--- src/inc/ffc_defines.vh ---
// Register offsets, field positions and reset values of the feature control bank
`ifndef FFC_DEFINES_VH
`define FFC_DEFINES_VH
// ==========================================
// Register indices; the bus byte address is four times the index
`define FFC_ADDR_LOOP 8'h26
`define FFC_ADDR_MA 8'h27
`define FFC_ADDR_RXOUT 8'h28
`define FFC_ADDR_EXT 8'h2C
// ==========================================
// Reset values
`define FFC_RST_LOOP 8'h00
`define FFC_RST_MA 8'h00
`define FFC_RST_RXOUT 8'h00
`define FFC_RST_EXT 8'h00
// ==========================================
// Field positions, loopback_feac_control
`define FFC_B_PAYLOAD_LOOP 7
`define FFC_B_LINE_LOOP 6
`define FFC_B_TX_IRQ 5
`define FFC_B_SINGLE 4
`define FFC_B_STACK_IRQ 2
`define FFC_B_IDLE_IRQ 1
`define FFC_B_RX_IRQ 0
// Field positions, ma_byte_field_control
`define FFC_B_SSM_EN 6
`define FFC_B_SSM1 5
`define FFC_B_SSM4 2
`define FFC_B_PD1 1
`define FFC_B_PD2 0
// Field positions, receive_output_control
`define FFC_B_AUTO_ONES 7
`define FFC_B_REFRAME_STOP 6
`define FFC_B_RX_AIS 5
`define FFC_B_RX_ONES 4
`define FFC_B_RX_CLK_INV 1
`define FFC_B_LINE_EDGE 0
// Field positions, extra control (external payload-dependent insertion)
`define FFC_B_EXT_PD 0
// ==========================================
// Frame modes
`define FFC_MODE_DS3 2'd0
`define FFC_MODE_G751 2'd1
`define FFC_MODE_G832 2'd2
// ==========================================
// Quiet time after a write that changes a loopback bit, in clk_sys cycles
`define FFC_LOOP_QUIET 20
`endif

--- src/logic/ffc_line_sampler.v ---
// Line receive sampler: edge detect on the line clock with selectable edge
`timescale 1ns/1ps
`default_nettype none
module ffc_line_sampler (
  input wire clk_sys,
  input wire rst_n,
  input wire lineRxClock,
  input wire lineRxPositive,
  input wire lineRxNegative,
  input wire edgeSelect,
  output reg sampleValid_q,
  output reg samplePos_q,
  output reg sampleNeg_q,
  output reg edgeSeen_q
);
  reg [2:0] clkSync_q;
  reg [1:0] posSync_q;
  reg [1:0] negSync_q;
  wire riseEdge;
  wire fallEdge;
  wire takeSample;
  // ==========================================
  // Two-stage synchronisers; clock gets a third stage for edge detection
  always @(posedge clk_sys or negedge rst_n) begin
    if (!rst_n) begin
      clkSync_q <= 3'b000;
      posSync_q <= 2'b00;
      negSync_q <= 2'b00;
    end else begin
      clkSync_q <= {clkSync_q[1:0], lineRxClock};
      posSync_q <= {posSync_q[0], lineRxPositive};
      negSync_q <= {negSync_q[0], lineRxNegative};
    end
  end
  assign riseEdge = clkSync_q[1] & ~clkSync_q[2];
  assign fallEdge = ~clkSync_q[1] & clkSync_q[2];
  // Set selects falling edge, clear selects rising edge
  assign takeSample = edgeSelect ? fallEdge : riseEdge;
  // ==========================================
  // Capture
  always @(posedge clk_sys or negedge rst_n) begin
    if (!rst_n) begin
      sampleValid_q <= 1'b0;
      samplePos_q <= 1'b0;
      sampleNeg_q <= 1'b0;
      edgeSeen_q <= 1'b0;
    end else begin
      sampleValid_q <= takeSample;
      edgeSeen_q <= riseEdge | fallEdge;
      if (takeSample) begin
        samplePos_q <= posSync_q[1];
        sampleNeg_q <= negSync_q[1];
      end
    end
  end
endmodule
`default_nettype wire

--- src/logic/ffc_feature_ctrl.v ---
// Feature control bank 3 to 5: AHB-Lite registers and the receive-side steering
//
// The implementer's own choice: the AHB-Lite slave port.
`timescale 1ns/1ps
`default_nettype none
`include "ffc_defines.vh"
// Behaviour
// - Payload loop bit routes recovered payload into the transmit input.
// - Receive output pins keep carrying data during payload loopback.
// - Loopback changes may drop a few bits while paths switch.
// - MA-byte register acts only in G.832 mode.
// - Sync status enable selects SYNC_STATUS_MSG/MI or TM/PD use of MA bits.
// - MI of 00 sends first sync status bit in bit 8.
// - MI of 01, 10, 11 send second, third, fourth bits.
// - With SYNC_STATUS_MSG off, timing marker goes in bit 8 each frame.
// - With SYNC_STATUS_MSG and external insertion off, PD bits go out every frame.
// - Auto all-ones replaces output data while fault conditions persist.
// - Manual all-ones and AIS outrank automatic all-ones.
// - Receive AIS bit drives AIS pattern on system data output.
// - Receive ones bit drives all ones on system data output.
// - Both manual bits give all ones; detection continues throughout.
// - Reframe stop suppresses frame search regardless of out-of-frame.
// - Clearing reframe stop resumes search one bit forward.
// - Clock invert flips gapped and extraction clocks and gap polarity.
// - Line edge bit selects falling or rising sampling edge.
module ffc_feature_ctrl #(
  parameter LOOP_QUIET = `FFC_LOOP_QUIET
) (
  input wire clk_sys,
  input wire rst_n,
  // AHB-Lite slave
  input wire hsel,
  input wire [7:0] haddr,
  input wire [1:0] htrans,
  input wire hwrite,
  input wire [2:0] hsize,
  input wire [31:0] hwdata,
  input wire hready,
  output wire hreadyout,
  output wire hresp,
  output reg [31:0] hrdata,
  // Framer status and mode
  input wire [1:0] frameMode,
  input wire outOfFrame,
  input wire lossOfSignal,
  input wire alarmIndication,
  input wire idleDetected,
  input wire [1:0] multiframeIndicator,
  input wire frameStart,
  input wire recoveredValid,
  input wire recoveredData,
  input wire recoveredGap,
  // Alarm-code channel events
  input wire farAlarmTxDone,
  input wire farAlarmTxTenDone,
  input wire farAlarmStackNotEmpty,
  input wire farAlarmIdleStart,
  input wire farAlarmRxCode,
  input wire farAlarmRxTenCode,
  // Line interface unit
  input wire lineRxClock,
  input wire lineRxPositive,
  input wire lineRxNegative,
  // Outputs
  output reg shared_irq_out_n,
  output reg rxSystemDataOut,
  output reg rxGappedClockOut,
  output reg rxExtractClockOut,
  output reg txLoopData,
  output reg txLoopValid,
  output reg txLineLoopPos,
  output reg txLineLoopNeg,
  output reg txLineLoopValid,
  output reg maBit8,
  output reg [1:0] maBits67,
  output reg maBits67Drive,
  output reg frameSearchEn,
  output reg frameSlipOne,
  output reg loopQuiet
);
  // ==========================================
  // Registers
  reg [7:0] loopCtrl_q;
  reg [7:0] maCtrl_q;
  reg [7:0] rxOutCtrl_q;
  reg [7:0] extCtrl_q;
  reg [7:0] addr_q;
  reg wrPend_q;
  reg reframeStopOld_q;
  reg [5:0] quietCnt_q;
  reg [1:0] aisPhase_q;
  reg linePos_q;
  reg lineNeg_q;
  reg lineVal_q;
  wire accept;
  wire samplePos;
  wire sampleNeg;
  wire sampleValid;
  wire decodedBit;
  wire faultAuto;
  wire g832;
  wire irqAny;
  wire singleMode;
  wire wrLoop;
  wire wrMa;
  wire wrRxOut;
  wire wrExt;

  function [7:0] regRead;
    input [7:0] addr;
    input [7:0] r0;
    input [7:0] r1;
    input [7:0] r2;
    input [7:0] r3;
    begin
      case (addr)
        `FFC_ADDR_LOOP: regRead = r0;
        `FFC_ADDR_MA: regRead = r1;
        `FFC_ADDR_RXOUT: regRead = r2;
        `FFC_ADDR_EXT: regRead = r3;
        default: regRead = 8'h00;
      endcase
    end
  endfunction

  // Word-aligned registers: the byte address is four times the index
  function [7:0] regIndex;
    input [7:0] byteAddr;
    begin
      regIndex = {2'b00, byteAddr[7:2]};
    end
  endfunction

  // ==========================================
  // Bus slave: zero wait states, always OKAY
  assign hreadyout = 1'b1;
  assign hresp = 1'b0;
  assign accept = hsel & hready & htrans[1];
  // Data-phase write strobes, one per register
  assign wrLoop = wrPend_q & (addr_q == `FFC_ADDR_LOOP);
  assign wrMa = wrPend_q & (addr_q == `FFC_ADDR_MA);
  assign wrRxOut = wrPend_q & (addr_q == `FFC_ADDR_RXOUT);
  assign wrExt = wrPend_q & (addr_q == `FFC_ADDR_EXT);

  always @(posedge clk_sys or negedge rst_n) begin
    if (!rst_n) begin
      addr_q <= 8'h00;
      wrPend_q <= 1'b0;
    end else begin
      wrPend_q <= accept & hwrite;
      if (accept) begin
        addr_q <= regIndex(haddr);
      end
    end
  end

  always @(posedge clk_sys or negedge rst_n) begin
    if (!rst_n) begin
      hrdata <= 32'h0000_0000;
    end else if (accept & ~hwrite) begin
      hrdata <= {24'h00_0000,
                 regRead(regIndex(haddr), loopCtrl_q, maCtrl_q, rxOutCtrl_q, extCtrl_q)};
    end
  end

  always @(posedge clk_sys or negedge rst_n) begin
    if (!rst_n) begin
      loopCtrl_q <= `FFC_RST_LOOP;
      maCtrl_q <= `FFC_RST_MA;
      rxOutCtrl_q <= `FFC_RST_RXOUT;
      extCtrl_q <= `FFC_RST_EXT;
    end else begin
      // Reserved bits are never stored, so they read back as zero
      if (wrLoop) begin
        loopCtrl_q <= hwdata[7:0] & 8'hF7;
      end
      if (wrMa) begin
        maCtrl_q <= hwdata[7:0] & 8'h7F;
      end
      if (wrRxOut) begin
        rxOutCtrl_q <= hwdata[7:0] & 8'hFB;
      end
      if (wrExt) begin
        extCtrl_q <= hwdata[7:0] & 8'h01;
      end
    end
  end

  // ==========================================
  // Quiet window after a write that changes a loopback bit; software must not touch the bus
  always @(posedge clk_sys or negedge rst_n) begin
    if (!rst_n) begin
      quietCnt_q <= 6'd0;
      loopQuiet <= 1'b0;
    end else begin
      if (wrLoop && hwdata[7:6] != loopCtrl_q[7:6]) begin
        quietCnt_q <= LOOP_QUIET[5:0];
      end else if (quietCnt_q != 6'd0) begin
        quietCnt_q <= quietCnt_q - 6'd1;
      end
      loopQuiet <= (quietCnt_q != 6'd0);
    end
  end

  // ==========================================
  // Line receive sampling
  ffc_line_sampler ffc_line_sampler_inst (
    .clk_sys(clk_sys),
    .rst_n(rst_n),
    .lineRxClock(lineRxClock),
    .lineRxPositive(lineRxPositive),
    .lineRxNegative(lineRxNegative),
    .edgeSelect(rxOutCtrl_q[`FFC_B_LINE_EDGE]),
    .sampleValid_q(sampleValid),
    .samplePos_q(samplePos),
    .sampleNeg_q(sampleNeg),
    .edgeSeen_q()
  );

  // Decoded mark: either rail marks a one; violations are not carried
  assign decodedBit = samplePos | sampleNeg;

  // ==========================================
  // Loopbacks; switching happens immediately, so a few bits may glitch
  always @(posedge clk_sys or negedge rst_n) begin
    if (!rst_n) begin
      txLoopData <= 1'b0;
      txLoopValid <= 1'b0;
      txLineLoopPos <= 1'b0;
      txLineLoopNeg <= 1'b0;
      txLineLoopValid <= 1'b0;
      linePos_q <= 1'b0;
      lineNeg_q <= 1'b0;
      lineVal_q <= 1'b0;
    end else begin
      txLoopValid <= loopCtrl_q[`FFC_B_PAYLOAD_LOOP] & recoveredValid;
      txLoopData <= recoveredData;
      lineVal_q <= loopCtrl_q[`FFC_B_LINE_LOOP] & sampleValid;
      linePos_q <= decodedBit;
      lineNeg_q <= 1'b0;
      txLineLoopValid <= lineVal_q;
      txLineLoopPos <= linePos_q;
      txLineLoopNeg <= lineNeg_q;
    end
  end

  // ==========================================
  // Alarm-code interrupt gating
  assign singleMode = loopCtrl_q[`FFC_B_SINGLE];
  assign irqAny =
    (loopCtrl_q[`FFC_B_TX_IRQ] & (singleMode ? farAlarmTxDone : farAlarmTxTenDone)) |
    (loopCtrl_q[`FFC_B_STACK_IRQ] & farAlarmStackNotEmpty) |
    (loopCtrl_q[`FFC_B_IDLE_IRQ] & farAlarmIdleStart) |
    (loopCtrl_q[`FFC_B_RX_IRQ] & (singleMode ? farAlarmRxCode : farAlarmRxTenCode));

  always @(posedge clk_sys or negedge rst_n) begin
    if (!rst_n) begin
      shared_irq_out_n <= 1'b1;
    end else begin
      shared_irq_out_n <= ~irqAny;
    end
  end

  // ==========================================
  // MA byte fields
  assign g832 = (frameMode == `FFC_MODE_G832);

  always @(posedge clk_sys or negedge rst_n) begin
    if (!rst_n) begin
      maBit8 <= 1'b0;
      maBits67 <= 2'b00;
      maBits67Drive <= 1'b0;
    end else if (frameStart) begin
      if (!g832) begin
        maBit8 <= 1'b0;
        maBits67 <= 2'b00;
        maBits67Drive <= 1'b0;
      end else if (maCtrl_q[`FFC_B_SSM_EN]) begin
        // MI 00 picks bit 5, 01 bit 4, 10 bit 3, 11 bit 2
        maBit8 <= maCtrl_q[`FFC_B_SSM1 - multiframeIndicator];
        maBits67 <= multiframeIndicator;
        maBits67Drive <= 1'b1;
      end else begin
        maBit8 <= maCtrl_q[`FFC_B_SSM1];
        maBits67 <= {maCtrl_q[`FFC_B_PD1], maCtrl_q[`FFC_B_PD2]};
        maBits67Drive <= ~extCtrl_q[`FFC_B_EXT_PD];
      end
    end
  end

  // ==========================================
  // Receive system output substitution
  assign faultAuto = lossOfSignal | outOfFrame | alarmIndication |
                     ((frameMode == `FFC_MODE_DS3) & idleDetected);

  always @(posedge clk_sys or negedge rst_n) begin
    if (!rst_n) begin
      rxSystemDataOut <= 1'b0;
      aisPhase_q <= 2'b00;
    end else if (recoveredValid) begin
      // DS3 AIS is framed 1010; E3 AIS is all ones
      aisPhase_q <= aisPhase_q + 2'd1;
      if (rxOutCtrl_q[`FFC_B_RX_ONES]) begin
        rxSystemDataOut <= 1'b1;
      end else if (rxOutCtrl_q[`FFC_B_RX_AIS]) begin
        rxSystemDataOut <= (frameMode == `FFC_MODE_DS3) ? ~aisPhase_q[0] : 1'b1;
      end else if (rxOutCtrl_q[`FFC_B_AUTO_ONES] & faultAuto) begin
        rxSystemDataOut <= 1'b1;
      end else begin
        rxSystemDataOut <= recoveredData;
      end
    end
  end

  // ==========================================
  // System clocks: rise on data change, gaps low, inverted on request
  always @(posedge clk_sys or negedge rst_n) begin
    if (!rst_n) begin
      rxGappedClockOut <= 1'b0;
      rxExtractClockOut <= 1'b0;
    end else begin
      rxGappedClockOut <= (recoveredValid & ~recoveredGap) ^
                          rxOutCtrl_q[`FFC_B_RX_CLK_INV];
      rxExtractClockOut <= (recoveredValid & recoveredGap) ^
                           rxOutCtrl_q[`FFC_B_RX_CLK_INV];
    end
  end

  // ==========================================
  // Reframe control; status detection is left untouched by substitution
  always @(posedge clk_sys or negedge rst_n) begin
    if (!rst_n) begin
      reframeStopOld_q <= 1'b0;
      frameSearchEn <= 1'b0;
      frameSlipOne <= 1'b0;
    end else begin
      reframeStopOld_q <= rxOutCtrl_q[`FFC_B_REFRAME_STOP];
      frameSearchEn <= ~rxOutCtrl_q[`FFC_B_REFRAME_STOP] & outOfFrame;
      frameSlipOne <= reframeStopOld_q & ~rxOutCtrl_q[`FFC_B_REFRAME_STOP];
    end
  end

endmodule
`default_nettype wire

--- config.mk ---
export PLATFORM = sky130hd
export DESIGN_NAME = ffc_feature_ctrl
export DESIGN_NICKNAME = d
export VERILOG_FILES = /design/src/logic/ffc_line_sampler.v /design/src/logic/ffc_feature_ctrl.v
export VERILOG_INCLUDE_DIRS = /design/src /design/src/inc
export SDC_FILE = /design/constraint.sdc
export NUM_CORES = 1
export LEC_CHECK = 0
export ABC_AREA = 1
export BUFFER_PORTS_ARGS = -buffer_cell sky130_fd_sc_hd__buf_2
export CAP_MARGIN = 15
export CORE_ASPECT_RATIO = 1.2
export CORE_MARGIN = 4
export CORE_UTILIZATION = 40
export DETAILED_ROUTE_END_ITERATION = 16
export GPL_TIMING_DRIVEN = 0
export PLACE_DENSITY = 0.68
export SYNTH_ARGS = -nofsm -noshare
export SYNTH_HDL_FRONTEND = slang
export SYNTH_SLANG_ARGS = --single-unit
--- constraint.sdc ---
create_clock -name clk_sys -period 2.5 [get_ports clk_sys]
set_input_delay 0.25 -clock clk_sys [delete_from_list [all_inputs] [get_ports clk_sys]]
set_output_delay 0.25 -clock clk_sys [all_outputs]
set_load 0.1 [all_outputs]
After elaboration in Yosys (flattened, before gate mapping)
Index checks and enable logic that the tools add are counted.
- add/sub/neg operators: 3
- $lt $le $gt $ge: 1
- equal/unequal tests: 10
- mux-type cells: 18
- bitwise gates (word level): 39
- reduce and logical (&&, ||, !) cells: 4
- operators with widths (kind ; number):
    $eq 6x6->1 const B ; 8
    $lt 32x4->1 const B ; 1
    $pmux 8 s4 ; 1
    $and 1x1->1 ; 22
    $mux 1 ; 12
    $mux 6 ; 2
    $not 1->1 ; 8
    $or 1x1->1 ; 7
    $reduce_bool 6->1 ; 1
    $sub 6x1->6 const B ; 1
    $mux 2 ; 2
    $sub 3x2->4 const A ; 1
    $bmux 1 s3 ; 1
    $add 2x1->2 const B ; 1
    $eq 2x2->1 const B ; 1
    $logic_not 2->1 ; 1
    $ne 2x2->1 ; 1
    $reduce_bool 2->1 ; 1
    $xor 1x1->1 ; 2
    $logic_and 1x1->1 ; 1
- bits in registers: 73
- input port bits: 71
- output and inout port bits: 50
- logic and storage cells: 107

Depth between registers and ports, before layout
Gate-level depths: netlist of the first run.
- depth after elaboration: 7
- mapped depth: 8

Modules after synthesis
From an unflattened synthesis of the first run, not the netlist that was laid out.
- cells, all modules: 376
- area, all modules: 3445.8 µm²
- modules (own cells, without submodules) (module ; times used ; cells an instance ; area each (µm²)):
    ffc_feature_ctrl ; 1 ; 346 ; 3074.2
    ffc_line_sampler ; 1 ; 30 ; 371.6

Worst setup path before layout of the first run
OpenSTA, ideal clock, no wires.
- kind: flip-flop to flip-flop
- start: reg maBits67Drive (netlist name)
- end: reg maBits67Drive
- data arrival time: 1.134 ns
- data required time: 2.417 ns
- path slack: 1.283 ns
- stages on the path, launching flop included: 3
- clock period less this slack: 1.217 ns
- cells stage by stage: dfrtp_1 inv_1 o22ai_1
- RTL lines (element ; line ; text):
    end signal, assigned ; ffc_feature_ctrl.v:286 ; maBits67Drive <= ~extCtrl_q[`FFC_B_EXT_PD];
    end, declared ; ffc_feature_ctrl.v:76 ; output reg maBits67Drive,

Worst setup path in the final report of the first run
- start: reg shared_irq_out_n
- end: out shared_irq_out_n
- RTL lines (element ; line ; text):
    start, declared ; ffc_feature_ctrl.v:65 ; output reg shared_irq_out_n,
    start signal, assigned ; ffc_feature_ctrl.v:260 ; shared_irq_out_n <= ~irqAny;
No word-level cell between the ends.

==> qor.yml, run 1 <==
global_routing:
  grt_start_max_net_pins: 73
  grt_pass1_vias: 2548
  gr-usage-met2_pct: 25.09
  grt_use_met3_pct: 5.886
  grt-busiest-layer: "met2"
  grtUsageTotal_pct: 15.64
  antenna_found_initial: 0
  grt_pass1_wl_mm: 12.16
  grt_remaining_overflow: 0
  met1_usage_pct: 19.44
floorplan:
  die_area_mm2: 0.01010
  fp.dieH_um: 109.3
  fp.dieW_um: 92.42
  num_io_pins: 121
  num_rows: 36
  core-area_mm2: 0.008243
  start_util_pct: 41.50
timing:
  max_freq_mhz: 654.2
  finalMaxSlewViolations: 0
  setup_violations: 0
  tightest_slew_ps: 907.9
  setup_tns_ps: 0
  hold_slack_ps: 10.19
  period_needed_ps: 1528
  finClkSkew_ps: 7.498
  fin_crit_sh_pct: 61.14
  slew_headroom_pct: 39.48
  hold_viol_final: 0
  rsz0062_at_grt: "no"
critical_path:
  cp.required_ps: 2250
  end_kind: "primary output"
  cp_top_family: "flip-flops"
  critical_path_class: "flip-flop to primary output"
  worstPathMaxFanout: 1
  start_kind: "flip-flop"
  slowest_stage: "dfstp_2"
  cpPeakStageDelay_ps: 510
  critical_path_buf_inv_count: 1
  cp_cell_sequence: "buf_2"
  arrival_ps: 1280
yosys:
  synth_edf_count: 0
  synth.most_common_cell: "nand2_1"
  syn_area_mm2: 0.003421
  async_reset_ff_share_pct: 100.0
  yosysWarnings: 0
  yosys.area.top_type_share_pct: 51.94
  synth_top_cell_by_area: "dfrtp_1"
  synth_ff_type: "dfrtp_1"
  ys_ff_latch: 72
  synthCells: 380
  avgSynthCellArea_um2: 9.002
  ys_types: 32
  synth_area_leaders: "dfrtp_1 52%, nand2_1 10%, buf_4 6.1%, o21ai_2 5.6%, inv_1 5.4%"
  yosysSeqAreaShare_pct: 52.71
  synthTopCellsByCount: "95 x nand2_1, 71 x dfrtp_1, 49 x inv_1, 28 x buf_4, 28 x nor2_1"
min_path:
  hp-class: "input port to asynchronous set/reset pin"
layout:
  layout-drive-gt1-share_pct: 29.98
  area_growth_pct: 23.48
  diodes: 0
  final_cell_count_no_fill: 601
  final_nets: 556
clock_tree:
  numCtsBuffers: 9
  h-tree-depth: 3
  cts_tree: "built"
  cts.repair.resized: 0
  clk_latency_ps: 360
  cts_setup_buffers: 0
  clockBufferDepth: 2
  clock-sinks: 72
  clkTransAtPathRegs_ps: 80
  root_buffer: "clkbuf_8"
  cts_hold_buffers: 3
outcome:
  status: "complete, no violations"
detailed_routing:
  vias: 2627
  drt-pass1-iter-count: 4
  vias_per_cell: 4.371
  drt_wl_total_mm: 7.404
  ant_nets: 0
  drc_errors: 0
  drtIter0Drc: 145
  routedWlPerCell_um: 12.32
placed_design:
  dp_cells: 582
  gp_congestion: 0.7942
  dp_hpwl_mm: 5.701
  io_buffers: 63
power_and_ir_drop:
  ir_drop_v: 0.0003171
  p_leak_nw: 2.317
  p_per_area_mw_per_mm2: 803.8
flow_run:
  cap_violations: 0
[final timing paths]
path / startpoint / to / slack, ps / depth (start not counted)
min in group clk_sys: farAlarmIdleStart / shared_irq_out_n / 40 / 2
min reg2reg: ffc_line_sampler_inst.posSync_q[0] / ffc_line_sampler_inst.posSync_q[1] / 350 / 0
max: shared_irq_out_n / shared_irq_out_n / 970 / 1
max in group asynchronous: rst_n / hrdata[7] / 1890 / 1
min: rst_n / loopCtrl_q[2] / 10 / 1
max reg2reg: addr_q[0] / rxOutCtrl_q[3] / 1110 / 5
[logic make-up after synthesis]
logic type                 after synthesis  synth area share (%)
AOI/OAI and AO/OA                       52                 10.42
xor gates and xnor gates                 6                 1.536
adders and majority gates                2                0.7314
buffers and inverters                   81                 12.62
DFF                                     72                 52.71
muxes                                    1                0.3292
other                                    2                0.2195
and+or+nand+nor                        164                 21.43
[routing by layer]
layer  part of all wire [%]  vias to the layer above  routed length, µm
met3                    7.9                       11                586
met1                     42                     1185               3088
met5                      0                        -                  0
met2                     49                       84               3609
met4                    1.6                        0                119
li1                       -                     1347                  -
[cell usage in the layout, fill, tap and decap left out, types with 2 or more instances in the layout]
| cell | netlist | routed |
|---|---|---|
| nand2_1 | 95 | 95 |
| dfrtp_1 | 71 | 71 |
| buf_2 | 0 | 62 |
| inv_1 | 49 | 49 |
| buf_4 | 28 | 29 |
| nor2_1 | 28 | 28 |
| conb_1 | 2 | 27 |
| o21ai_2 | 22 | 22 |
| o21ai_0 | 18 | 18 |
| nand3_1 | 15 | 15 |
| clkbuf_8 | 0 | 9 |
| a21oi_1 | 7 | 7 |
| xor2_1 | 5 | 5 |
| nand4_1 | 4 | 4 |
| nor3_1 | 4 | 4 |
| dlygate4sd3_1 | 0 | 4 |
| nor2_4 | 3 | 3 |
| nand3_2 | 3 | 3 |
| buf_6 | 3 | 3 |
| nor2_2 | 3 | 3 |
| nand2_2 | 2 | 2 |
| and2_1 | 2 | 2 |
| nand3b_1 | 2 | 2 |
| o32ai_1 | 2 | 2 |
| ha_1 | 2 | 2 |
| clkinvlp_4 | 0 | 2 |
| clkinv_2 | 0 | 2 |
| bufinv_16 | 0 | 2 |
[sequential cells by signal, summed over array words and instances, names as in the netlist, 3 cells and up]
name,flops
hrdata,8
loopCtrl_q,7
maCtrl_q,7
rxOutCtrl_q,7
addr_q,6
quietCnt_q,6
ffc_line_sampler_inst.clkSync_q,3
[metrics by stage]
step / instance area, µm² / power, mW / utilization, % / setup WS, ps
floorplan: 3515 / 2.234 / - / 1283
global placement: 3973 / 2.393 / 48.19 / 771.9
global route: 4224 / 3.583 / 51.24 / 939.6
finish: 4224 / 3.395 / 51.24 / 971.5
detailed placement: 3975 / 2.430 / 48.22 / 1127
CTS: 4214 / 3.426 / 51.12 / 962.6
[area by class of cell]
cell class	count	area, µm²
plain buffers	32	247.7
fillers	792	4019
clock buffers	9	123.9
flip-flops and latches	72	1803
clock inverters	6	85.08
multi-input cells	252	1280
well taps	114	142.6
inverters	49	183.9
repair buffers	67	357.8
[where the power goes]
group	internal, mW	switching, mW	leakage, nW
Sequential	1.33	0.121	0.808
Combinational	0.241	0.711	1.41
Clock	0.552	0.437	0.101
Total	2.13	1.27	2.32
Note: power is estimated with default switching activity, not from simulation.
==> inputs of run 2 (changes only) <==
Settings changed: PLACE_DENSITY 0.68 to 0.71.
Clock period 2.5 ns to 1.4 ns, I/O delays scaled along.
==> run 2 against run 1 <==
  * Non-clock buffer count increased by 2
  * Largest power group unchanged
  * Critical path depth up 4
  * Critical path type is now flip-flop to flip-flop
  * First-iteration DRC count rose by 9.0%
  * Sequential power up 80%
  * Critical endpoint is now rxOutCtrl_q[3]
  * Sequential share of layout area down 0.63 points
==> qor.yml, run 2 (synthesized netlist as in run 1, its figures left out) <==
outcome:
  status: "complete, no violations"
critical_path:
  end_kind: "flip-flop"
  rr_worst_depth: 5  # unchanged
  start_kind: "flip-flop"
  cp.required_ps: 1630  # -620 ps
  critical_path_class: "flip-flop to flip-flop"
  arrival_ps: 1580  # +300 ps
  worstPathMaxFanout: 10  # +9
timing:
  rsz0062_at_grt: "yes"
  hold_viol_final: 0  # unchanged
  period_needed_ps: 1348
  slew_headroom_pct: 40.34  # +0.87 points
  finalMaxSlewViolations: 0  # unchanged
  max_freq_mhz: 742.0
  setup_violations: 0  # unchanged
  fin_crit_sh_pct: 96.27
  tightest_slew_ps: 894.9  # -12.98 ps
  hold_slack_ps: 21.62  # +11.43 ps
  finClkSkew_ps: 7.113  # -0.3851 ps
floorplan:
  fp.dieW_um: 92.42  # unchanged
  fp.dieH_um: 109.3  # unchanged
  die_area_mm2: 0.01010  # unchanged
  core-area_mm2: 0.008243  # unchanged
  num_io_pins: 121  # unchanged
  num_rows: 36  # unchanged
  start_util_pct: 41.50  # unchanged
layout:
  final_cell_mix: "95 x nand2_1, 70 x dfrtp_1, 61 x buf_2"
  top_register: "hrdata"
  mostFrequentLayoutCell: "nand2_1"
  largest_reg_flops: 8  # unchanged
  utilization_pct: 52.05  # +0.80 points
  diodes: 0  # unchanged
  final_nets: 558  # +0.36%
  area_growth_pct: 25.42
  layout-drive-gt1-share_pct: 30.20  # +0.22 points
power_and_ir_drop:
  power.share.sequential_pct: 42.2  # -0.6 points
  switchingPower_mw: 2.301  # +81%
  internal_power_mw: 3.878  # +82%
  swShare_pct: 37.24  # -0.13 points
  p_per_area_mw_per_mm2: 1440  # +79%
  p_leak_nw: 2.329  # +0.52%
  pwr-share-comb_pct: 27.9  # about the same
  power_frac_clock_pct: 29.8  # +0.7 points
  ir_drop_v: 0.0007443  # +130%
placed_design:
  io_buffers: 63  # unchanged
  gp_congestion: 0.8069  # +1.6%
  dp_hpwl_mm: 5.609  # -1.6%
min_path:
  hp-class: "input port to flip-flop"
  hold_path_depth: 4
clock_tree:
  cts_setup_buffers: 0  # unchanged
  clkTransAtPathRegs_ps: 70  # about the same
  cts_tree: "built"
  clock-sinks: 72  # unchanged
  clk_latency_ps: 340  # -20 ps
  numCtsBuffers: 9  # unchanged
  root_buffer: "clkbuf_8"
  clockBufferDepth: 2  # unchanged
  h-tree-depth: 3  # unchanged
detailed_routing:
  drt_wl_total_mm: 7.341  # -0.85%
  drt-pass1-iter-count: 4  # unchanged
  routedWlPerCell_um: 12.15  # -1.3%
  drc_errors: 0  # unchanged
  vias: 2684  # +2.2%
  ant_nets: 0  # unchanged
  vias_per_cell: 4.444  # +1.7%
  drtIter0Drc: 158  # +9.0%
global_routing:
  antenna_found_initial: 0  # unchanged
  grt_remaining_overflow: 0  # unchanged
  grt_pass1_vias: 2636  # +3.5%
  grt_pass1_wl_mm: 12.30  # +1.1%
  grtUsageTotal_pct: 15.38  # -0.26 points
  grt_start_max_net_pins: 73  # unchanged
flow_run:
  cap_violations: 0  # unchanged
==> run 2: worst max-delay path: stages, from the launching register on <==
cell     delay, ps
dfrtp_1        450
nor3_4         270
nand4_4        180
buf_6          210
nand2_1         80
o21ai_2         50
==> run 2: area by class of cell <==
class                   instances  area, µm²
flip-flops and latches         72       1804
repair buffers                 69      380.4
clock buffers                  10      137.6
inverters                      49      183.9
multi-input cells             252       1303
clock inverters                 6      91.34
well taps                     114      142.6
fillers                       769       3953
plain buffers                  32      247.7
==> run 2: path summary, 6_finish.rpt <==
kind | start | endpoint | slack [ps]
setup / recovery | addr_q[0] | rxOutCtrl_q[3] | 50
hold / removal | farAlarmStackNotEmpty | shared_irq_out_n | 20
setup reg to reg | addr_q[0] | rxOutCtrl_q[3] | 50
hold reg to reg | ffc_line_sampler_inst.clkSync_q[0] | ffc_line_sampler_inst.clkSync_q[1] | 350
max in group asynchronous | rst_n | addr_q[3] | 310
min in group asynchronous | rst_n | rxGappedClockOut | 450
==> run 2: per-stage QoR <==
step                total power [mW]  instance area [µm²]  cells  setup slack (ps)  setup TNS, ps
finish                         6.180                 4290    604             52.23              0
global route                   6.511                 4290    604            -8.884         -11.97
CTS                            6.214                 4275    604             15.35              0
detailed placement             4.338                 3975    582             20.81              0
global placement               4.273                 3973    582            -202.7         -14160
floorplan                      3.990                 3515    405             183.2              0
==> run 2: metal layers <==
layer,up-vias,part of all wire [%],track usage (%)
met5,-,0,0
met4,0,1.7,6.051
met3,10,7.8,2.875
met2,89,48,25.25
met1,1231,43,20.27
li1,1354,-,-
==> run 2: what timing repair did <==
| item | in CTS | in global routing |
|---|---|---|
| setup endpoints to repair | 4 | 14 |
| gates resized for setup | 2 | 3 |
| endpoints found under the hold margin | 76 | 0 |
| hold buffers | 6 | 0 |
| pin swaps | 0 | 0 |
==> run 2: power by group through the flow <==
stage               Combinational [mW]  Sequential, mW  Clock [mW]
floorplan                        0.958            3.03           0
global placement                  1.65            2.62           0
detailed placement                1.70            2.64           0
CTS                               1.72            2.60        1.89
global route                      1.89            2.65        1.98
finish                            1.73            2.61        1.84
